## src/flash_selfprog_pkg.sv

```systemverilog
`default_nettype none
package flash_selfprog_pkg;
   // ==========================================
   // Control/status bit positions
   localparam int BIT_ENABLE = 0;
   localparam int BIT_ERASE = 1;
   localparam int BIT_WRITE = 2;
   localparam int BIT_LOCKSET = 3;
   localparam int BIT_REENABLE = 4;
   localparam int BIT_BUSY = 6;
   localparam int BIT_IRQ_EN = 7;
   // ==========================================
   // Command codes in bits 5:0 (bit 6 read only, bit 7 interrupt enable)
   localparam logic [5:0] CMD_LOAD = 6'h01;
   localparam logic [5:0] CMD_ERASE = 6'h03;
   localparam logic [5:0] CMD_WRITE = 6'h05;
   localparam logic [5:0] CMD_LOCK = 6'h09;
   localparam logic [5:0] CMD_REENABLE = 6'h11;
   // ==========================================
   // Reset values and timing
   localparam logic [7:0] CTRL_RESET = 8'h00;
   localparam logic [7:0] LOCK_RESET = 8'hff;
   localparam int STORE_WINDOW_CYCLES = 4;
   localparam int CLOCK_PERIOD_NS = 5;
   localparam int PROG_TIME_US = 3700;
   localparam int PROG_CYCLES = PROG_TIME_US * 1000 / CLOCK_PERIOD_NS;
   localparam logic [5:0] LOCK_FIELD_MASK = 6'h3f;
endpackage
`default_nettype wire

```

## src/flash_self_programming_ctrl.sv

```systemverilog
`timescale 1ns/1ps
`default_nettype none
module flash_self_programming_ctrl #(
   parameter int PAGE_WORD_BITS = 7,
   parameter int PTR_BITS = 24,
   parameter int RWW_PAGE_LIMIT = 1920,
   parameter int PROG_COUNT = flash_selfprog_pkg::PROG_CYCLES
) (
   // Clock and reset
   input wire logic clock,
   input wire logic rstn,
   // Control/status register port
   input wire logic ctrl_wr,
   input wire logic [7:0] ctrl_wdata,
   output logic [7:0] ctrl_rdata,
   // Store instruction with pointer and data pair
   input wire logic store_instr,
   input wire logic [7:0] flash_pointer_low,
   input wire logic [7:0] flash_pointer_high,
   input wire logic [7:0] flash_addr_ext_byte,
   input wire logic [15:0] data_pair,
   // EEPROM write in progress (asynchronous)
   input wire logic eeprom_prog_enable,
   // Load byte instruction read address
   input wire logic load_program_byte_instr,
   output logic [PTR_BITS-2:0] read_word_addr,
   output logic pointer_byte_select,
   output logic rww_read_blocked,
   // Flash array side
   output logic array_erase,
   output logic array_write,
   output logic [PTR_BITS-PAGE_WORD_BITS-2:0] page_address_field,
   output logic [15:0] buf_rdata,
   input wire logic [PAGE_WORD_BITS-1:0] buf_raddr,
   output logic [7:0] lock_bits,
   output logic cpu_halt,
   output logic irq
);
   import flash_selfprog_pkg::*;
   localparam int WORDS = 1 << PAGE_WORD_BITS;
   localparam int PGW = PTR_BITS - PAGE_WORD_BITS - 1;
   localparam int CW = $clog2(PROG_COUNT + 1);
   typedef enum logic [3:0] {
      ST_IDLE = 4'b0001, ST_ARMED = 4'b0010, ST_BUSY = 4'b0100, ST_DONE = 4'b1000
   } state_type;

   // ==========================================
   // EEPROM busy synchroniser
   logic ee_m_q, ee_s_q;
   always_ff @(posedge clock or negedge rstn) begin
      if (!rstn) begin
         ee_m_q <= 1'b0;
         ee_s_q <= 1'b0;
      end else begin
         ee_m_q <= eeprom_prog_enable;
         ee_s_q <= ee_m_q;
      end
   end

   // ==========================================
   // Sequencer state
   state_type st_q, st_d;
   logic [7:0] ctrl_q, ctrl_d;
   logic [2:0] win_q, win_d;
   logic [CW-1:0] cnt_q, cnt_d;
   logic [PGW-1:0] page_q, page_d;
   logic [5:0] opcmd_q, opcmd_d;
   logic busy_q, busy_d;
   logic halt_q, halt_d;
   logic erase_q, erase_d, write_q, write_d;
   logic [7:0] lock_q, lock_d;
   logic [7:0] lock_wdata_q, lock_wdata_d;
   logic buf_clear;
   logic buf_load;
   logic [PTR_BITS-1:0] ptr;
   logic [PGW-1:0] ptr_page;
   logic [PAGE_WORD_BITS-1:0] ptr_word;

   // Pointer assembly; extension byte only counts when the space needs it
   assign ptr = PTR_BITS'({flash_addr_ext_byte, flash_pointer_high, flash_pointer_low});
   assign ptr_page = ptr[PTR_BITS-1:PAGE_WORD_BITS+1];
   assign ptr_word = ptr[PAGE_WORD_BITS:1];

   // Next-state logic for command, window and running operation
   always_comb begin
      st_d = st_q;
      ctrl_d = ctrl_q;
      win_d = win_q;
      cnt_d = cnt_q;
      page_d = page_q;
      opcmd_d = opcmd_q;
      busy_d = busy_q;
      halt_d = halt_q;
      erase_d = 1'b0;
      write_d = 1'b0;
      lock_d = lock_q;
      lock_wdata_d = lock_wdata_q;
      buf_clear = 1'b0;
      buf_load = 1'b0;
      unique case (st_q)
         ST_IDLE: begin
            // EEPROM write blocks new commands; the interrupt enable bit is still written
            if (ctrl_wr && !ee_s_q && ctrl_wdata[BIT_ENABLE]) begin
               ctrl_d[5:0] = ctrl_wdata[5:0];
               win_d = 3'(STORE_WINDOW_CYCLES);
               st_d = ST_ARMED;
            end
            if (ctrl_wr) begin
               ctrl_d[BIT_IRQ_EN] = ctrl_wdata[BIT_IRQ_EN];
            end
         end
         ST_ARMED: begin
            if (store_instr) begin
               unique case (ctrl_q[5:0])
                  CMD_LOAD: begin
                     buf_load = 1'b1;
                     ctrl_d[5:0] = 6'h00;
                     st_d = ST_IDLE;
                  end
                  CMD_REENABLE: begin
                     buf_clear = 1'b1;
                     busy_d = 1'b0;
                     ctrl_d[5:0] = 6'h00;
                     st_d = ST_IDLE;
                  end
                  CMD_ERASE, CMD_WRITE, CMD_LOCK: begin
                     // Latch the page so the pointer is free afterwards
                     page_d = ptr_page;
                     opcmd_d = ctrl_q[5:0];
                     lock_wdata_d = data_pair[7:0];
                     cnt_d = CW'(PROG_COUNT);
                     if (ctrl_q[5:0] != CMD_LOCK) begin
                        busy_d = 1'b1;
                        halt_d = (32'(ptr_page) >= RWW_PAGE_LIMIT);
                     end
                     erase_d = (ctrl_q[5:0] == CMD_ERASE);
                     write_d = (ctrl_q[5:0] == CMD_WRITE);
                     st_d = ST_BUSY;
                  end
                  default: begin
                     ctrl_d[5:0] = 6'h00;
                     st_d = ST_IDLE;
                  end
               endcase
            end else if (win_q <= 3'h1) begin
               ctrl_d[5:0] = 6'h00;
               st_d = ST_IDLE;
            end else begin
               win_d = win_q - 3'h1;
            end
         end
         ST_BUSY: begin
            // Enable bit held until the timer runs out
            if (cnt_q <= CW'(1)) begin
               st_d = ST_DONE;
            end else begin
               cnt_d = cnt_q - CW'(1);
            end
         end
         ST_DONE: begin
            if (opcmd_q == CMD_LOCK) begin
               // Only zeros in 5:0 program; programmed bits hold until reset
               lock_d[5:0] = lock_q[5:0] & (lock_wdata_q[5:0] | ~LOCK_FIELD_MASK);
            end
            if (opcmd_q == CMD_WRITE) begin
               buf_clear = 1'b1;
            end
            halt_d = 1'b0;
            ctrl_d[5:0] = 6'h00;
            st_d = ST_IDLE;
         end
         default: begin
            st_d = ST_IDLE;
         end
      endcase
   end

   always_ff @(posedge clock or negedge rstn) begin
      if (!rstn) begin
         st_q <= ST_IDLE;
         ctrl_q <= CTRL_RESET;
         win_q <= 3'h0;
         cnt_q <= '0;
         page_q <= '0;
         opcmd_q <= 6'h00;
         busy_q <= 1'b0;
         halt_q <= 1'b0;
         erase_q <= 1'b0;
         write_q <= 1'b0;
         lock_q <= LOCK_RESET;
         lock_wdata_q <= 8'h00;
      end else begin
         st_q <= st_d;
         ctrl_q <= ctrl_d;
         win_q <= win_d;
         cnt_q <= cnt_d;
         page_q <= page_d;
         opcmd_q <= opcmd_d;
         busy_q <= busy_d;
         halt_q <= halt_d;
         erase_q <= erase_d;
         write_q <= write_d;
         lock_q <= lock_d;
         lock_wdata_q <= lock_wdata_d;
      end
   end

   // ==========================================
   // Temporary page buffer; EEPROM activity never touches it
   logic [15:0] buf_mem [WORDS];
   logic [WORDS-1:0] buf_valid_q, buf_valid_d;
   logic [15:0] buf_rdata_q;
   always_comb begin
      buf_valid_d = buf_valid_q;
      if (buf_clear) begin
         buf_valid_d = '0;
      end else if (buf_load) begin
         buf_valid_d[ptr_word] = 1'b1;
      end
   end
   always_ff @(posedge clock or negedge rstn) begin
      if (!rstn) begin
         buf_valid_q <= '0;
      end else begin
         buf_valid_q <= buf_valid_d;
      end
   end
   // Storage without reset; cleared words read as erased ones
   always_ff @(posedge clock) begin
      if (buf_load) begin
         buf_mem[ptr_word] <= data_pair;
      end
   end
   always_ff @(posedge clock or negedge rstn) begin
      if (!rstn) begin
         buf_rdata_q <= 16'hffff;
      end else begin
         buf_rdata_q <= buf_valid_q[buf_raddr] ? buf_mem[buf_raddr] : 16'hffff;
      end
   end

   // ==========================================
   // Registered outputs
   logic irq_q, blk_q, bsel_q;
   logic [PTR_BITS-2:0] raddr_q;
   always_ff @(posedge clock or negedge rstn) begin
      if (!rstn) begin
         irq_q <= 1'b0;
         blk_q <= 1'b0;
         bsel_q <= 1'b0;
         raddr_q <= '0;
      end else begin
         irq_q <= ctrl_d[BIT_IRQ_EN] && !ctrl_d[BIT_ENABLE];
         blk_q <= busy_d;
         if (load_program_byte_instr) begin
            bsel_q <= ptr[0];
            raddr_q <= ptr[PTR_BITS-1:1];
         end
      end
   end

   assign ctrl_rdata = {ctrl_q[7], busy_q, ctrl_q[5:0]};
   assign irq = irq_q;
   assign rww_read_blocked = blk_q;
   assign pointer_byte_select = bsel_q;
   assign read_word_addr = raddr_q;
   assign array_erase = erase_q;
   assign array_write = write_q;
   assign page_address_field = page_q;
   assign buf_rdata = buf_rdata_q;
   assign lock_bits = lock_q;
   assign cpu_halt = halt_q;

   // ==========================================
   // Checks
   a_window_expiry: assert property (@(posedge clock) disable iff (!rstn)
      (st_q == ST_ARMED && !store_instr && win_q == 3'h1) |=> ctrl_q[5:0] == 6'h00)
      else $error("command bits did not auto-clear");
   a_eeprom_blocks: assert property (@(posedge clock) disable iff (!rstn)
      (st_q == ST_IDLE && ee_s_q) |=> st_q == ST_IDLE)
      else $error("command accepted during eeprom write");
   a_busy_blocks: assert property (@(posedge clock) disable iff (!rstn)
      (st_q == ST_BUSY && opcmd_q != CMD_LOCK) |-> rww_read_blocked && busy_q)
      else $error("rww reads not blocked while busy");
   a_irq_level: assert property (@(posedge clock) disable iff (!rstn)
      (ctrl_q[BIT_IRQ_EN] && !ctrl_q[BIT_ENABLE]) |-> irq)
      else $error("interrupt missing while enable clear");
   a_enable_held: assert property (@(posedge clock) disable iff (!rstn)
      st_q == ST_BUSY |-> ctrl_q[BIT_ENABLE])
      else $error("enable bit dropped during operation");
   a_lock_nohalt: assert property (@(posedge clock) disable iff (!rstn)
      (st_q == ST_BUSY && opcmd_q == CMD_LOCK) |-> !cpu_halt && !busy_q)
      else $error("lock programming halted cpu");
   a_page_latched: assert property (@(posedge clock) disable iff (!rstn)
      (st_q == ST_BUSY && $past(st_q) == ST_BUSY) |-> $stable(page_q))
      else $error("latched page changed");
   a_write_clears: assert property (@(posedge clock) disable iff (!rstn)
      (st_q == ST_DONE && opcmd_q == CMD_WRITE) |=> buf_valid_q == '0)
      else $error("buffer not cleared after write");
endmodule // flash_self_programming_ctrl
`default_nettype wire

```

## config.mk

```make
export PLATFORM = sky130hd
export DESIGN_NAME = flash_self_programming_ctrl
export DESIGN_NICKNAME = d
export VERILOG_FILES = /design/src/flash_selfprog_pkg.sv /design/src/flash_self_programming_ctrl.sv
export SDC_FILE = /design/constraint.sdc
export NUM_CORES = 2
export LEC_CHECK = 0
export ABC_AREA = 1
export BUFFER_PORTS_ARGS = -buffer_cell sky130_fd_sc_hd__buf_2
export CAP_MARGIN = 20
export CORE_MARGIN = 2
export CORE_UTILIZATION = 55
export CTS_BUF_LIST = sky130_fd_sc_hd__clkbuf_16
export CTS_CLUSTER_SIZE = 24
export DETAILED_ROUTE_END_ITERATION = 12
export PLACE_DENSITY = 0.8
export SYNTH_ARGS = -nofsm -noshare
export SYNTH_HDL_FRONTEND = slang
export SYNTH_SLANG_ARGS = --single-unit
```

## constraint.sdc

```tcl
create_clock -name clock -period 3.9 [get_ports clock]
set_clock_uncertainty 0.05 [all_clocks]
set_input_delay 0.39 -clock clock [delete_from_list [all_inputs] [get_ports clock]]
set_output_delay 0.39 -clock clock [all_outputs]
set_load 0.02 [all_outputs]
```

==> results by group <==
Yosys
  – Syn avg cell area: 11.3 um^2
  – Top cells by instance count after synthesis: nand2_1, edfxtp_1, nand3_1, buf_2, clkbuf_1
  – Post-synth EDFFs: ~2000
  – Yosys reg bits: approximately 2300
  – Synth Flop Type: edfxtp_1
  – Count leader, synth: nand2_1
  – Cells after Synth: between 8000 and 9000
  – Ys async rst share: a little over a tenth
  – Share of the synthesized area in the top cell type: 65.6%
  – Area of the mapped netlist: between 90000 and 100000 um^2
  – Yosys warns: 0
  – Area contributors post-synth: edfxtp_1, nand2_1, nand3_1
  – Post-synthesis sequential area ratio: 72.1%
  – Synth cell types: 36
  – Yosys top cell by area: edfxtp_1

Pwr
  – Logic gate share of total power: approximately 8%
  – Clock network power share: just under 40%
  – Sequential power share: 53.1%
  – Switching part of the total: a little under a quarter
  – PwrDens: roughly 490 nW/um^2
  – Static leakage: 39.5 nW
  – Switching pwr: approximately 12 mW
  – Pint: about 39 mW
  – Peak VDD IR: ~470 uV
  – Total power: 51.1 mW

Critical path
  – R2r endpoint: buf_mem[84][11]
  – Critical Path Fanout Max: 20
  – Setup CP Type: reg2reg
  – CP required: between 4 and 5 ns
  – RR Startpoint: st_q[3]
  – Crit path DAT: 3.63 ns
  – R2R cell count: 11
  – Internal reg-to-reg setup slack: around 0.71 ns
  – CP startpoint kind: register
  – CP Capture Type: register

Hold path
  – Hold Startpoint: flash_pointer_low[5]
  – Worst min-delay path endpoint: read_word_addr[4]
  – Cells on Worst Hold Path: 3
  – Path category of the worst min-delay check: in2reg

Clock network
  – CTS Buf Count: between 200 and 250
  – CTS clk-pin slew, worst paths: 0.06 ns
  – Clk root buf: clkbuf_16
  – Worst-Skew Late Latency: 0.88 ns
  – # hold bufs at CTS: 37
  – Postcts setup bufs: 0
  – CTS sink cnt: 2291
  – TritonCTS clock tree: done
  – Clock Path Buffers: 3
  – Post-cts sizing count: 0
  – H-tree depth reported by CTS: 4

Die
  – Die X: between 400 and 500 um
  – Die area: between 150000 and 200000 um^2
  – Row count: roughly 150
  – Starting Density: roughly 55%
  – Core box area: 169000 um^2
  – Die Ht: ~420 um
  – Number of I/O pins: about 140

STA
  – Final Critical Period: around 3.2 ns
  – RSZ-0062 raised after global routing: no
  – Fin. max-slew vios: 0
  – Hold_ws: just under 0.05 ns
  – Setup TNS: 0 ns
  – Slew HR: 22.5%
  – Tcrit/Tclk final: about four fifths
  – Endpoints failing setup: 0
  – Slew @ Worst Pin: ~1.2 ns
  – Max Clk Rate: roughly 0.31 GHz
  – Final Hold Fails: 0

Global routing
  – Pin count of the biggest net entering global routing: about 150
  – Initial antenna violation count: 12
  – Gr ovfl total: 0
  – Wire length of the first global-routing pass: 379 mm
  – Global Route Usage Sum: 28.8%
  – Vias in the first global route: between 60000 and 70000

Layout
  – Fraction of layout cells with a size suffix above 1: a little under a tenth
  – Final Cell Area: 105000 um^2
  – Utilization after layout: between 60% and 70%
  – Fillers: around 12000
  – Layout area overhead: 12.1%
  – Net count, final: between 8000 and 9000

Detailed routing
  – First-pass DRT Iterations: 9
  – Via count: 65800
  – Post-route ant nets: 0
  – Final wirelength: roughly 250 mm
  – DRC errors left: 0
  – Via density: between 6 and 7
  – Drt wl/cell: 23.2 um
  – Drt first-iter violations: roughly 10000

Placement
  – DP Area: 98000 um^2
  – GP Congestion: between 0.9 and 1
  – IO Port Bufs: roughly 130
  – HPWL after DPL: 145 mm

Flow run
  – MaxCap Viol Count: 0

Run status
  – Status: finished, final reports clean
final cells by class:
class / instances / area (um^2) / share of cell area, %
flip-flops and latches: 2291 / 67600 / 64.3
multi-input cells: 5329 / 23200 / 22.1
clock buffers: 218 / 5460 / 5.19
repair buffers: 489 / 4130 / 3.93
well taps: 2218 / 2780 / 2.64
clock inverters: 176 / 1280 / 1.22
inverters: 165 / 644 / 0.613
diodes: 4 / 10.0 / 0.00952
sequential cells by signal, indices dropped and copies added, names as in the netlist, 7 cells and up:
register	flops
buf_mem	2048
buf_rdata	16
buf_valid_q	128
cnt_q	20
ctrl_q	7
page_address_field	16
read_word_addr	23
cell usage in the layout, fill, tap and decap left out, types with 93 or more instances in the layout:
master | Yosys | final
edfxtp_1 | 2048 | 2048
dfrtp_1 | 220 | 220
nand3_1 | 1933 | 1933
nand2_1 | 2858 | 2858
nor2_1 | 230 | 229
a21oi_1 | 93 | 93
buf_2 | 248 | 113
buf_4 | 6 | 285
clkbuf_16 | 0 | 218
inv_1 | 152 | 212
power groups by stage:
| stage | clock (mW) | combinational, mW | sequential [mW] |
|---|---|---|---|
| finish | 20.0 | 4.02 | 27.1 |
| CTS | 20.0 | 3.93 | 27.1 |
| global placement | 0 | 3.73 | 27.6 |
| detailed placement | 0 | 3.85 | 27.6 |
| global route | 21.0 | 4.33 | 27.1 |
| floorplan | 0 | 2.10 | 27.7 |
worst max-delay path by stage:
stage                          from              end  slack (ns)  cells after the start
6_report                    st_q[3]  buf_mem[84][11]        0.71                     11
5_1_grt                     st_q[3]  buf_mem[84][11]        0.49                     11
4_1_cts                     st_q[3]  buf_mem[84][11]        0.73                     11
3_5_place_dp           buf_raddr[0]    buf_rdata[15]        0.70                     13
3_3_place_gp           buf_raddr[0]     buf_rdata[3]        0.77                     12
2_1_floorplan  flash_pointer_low[1]   buf_mem[39][0]        1.16                      7
worst max-delay path, stage by stage (launching register included):
cell and delay [ns]:
dfrtp_1 0.38, inv_1 0.08, nand2_1 0.10, nor3_4 0.19, nand2_2 0.13, nor3_2 0.31
nand2_2 0.18, nor3_2 0.13, buf_4 0.40, nand2_1 0.32, nor2_1 0.24, buf_4 0.30
metrics by stage:
stage / instances / setup slack (ns)
global route: 10900 / 0.489
global placement: 10500 / 0.768
floorplan: 8319 / 1.16
detailed placement: 10500 / 0.702
finish: 10900 / 0.707
CTS: 10900 / 0.734
logic make-up (layout without fill, tap and decap cells):
group           count (synthesis)  in the layout  share of synthesized area [%]
compound gates                226            226                           1.42
other cells                     1              6                        0.00400
mux                             2              2                         0.0240
flops                        2291           2291                           72.1
buf+inv                       699           1048                           3.15
xor+xnor                        9              9                         0.0840
fa+ha+maj                       4              4                         0.0534
simple gates                 5086           5086                           23.2
metal layers:
metal,vias to the layer above,GRT usage [%],share of wire [%]
met3,791,5.53,12
met2,4263,45.9,47
met5,-,0,0.024
met4,8,16.4,5.9
li1,29200,-,-
met1,31500,37.2,35
No activity file was read; power rests on OpenSTA's default activity.
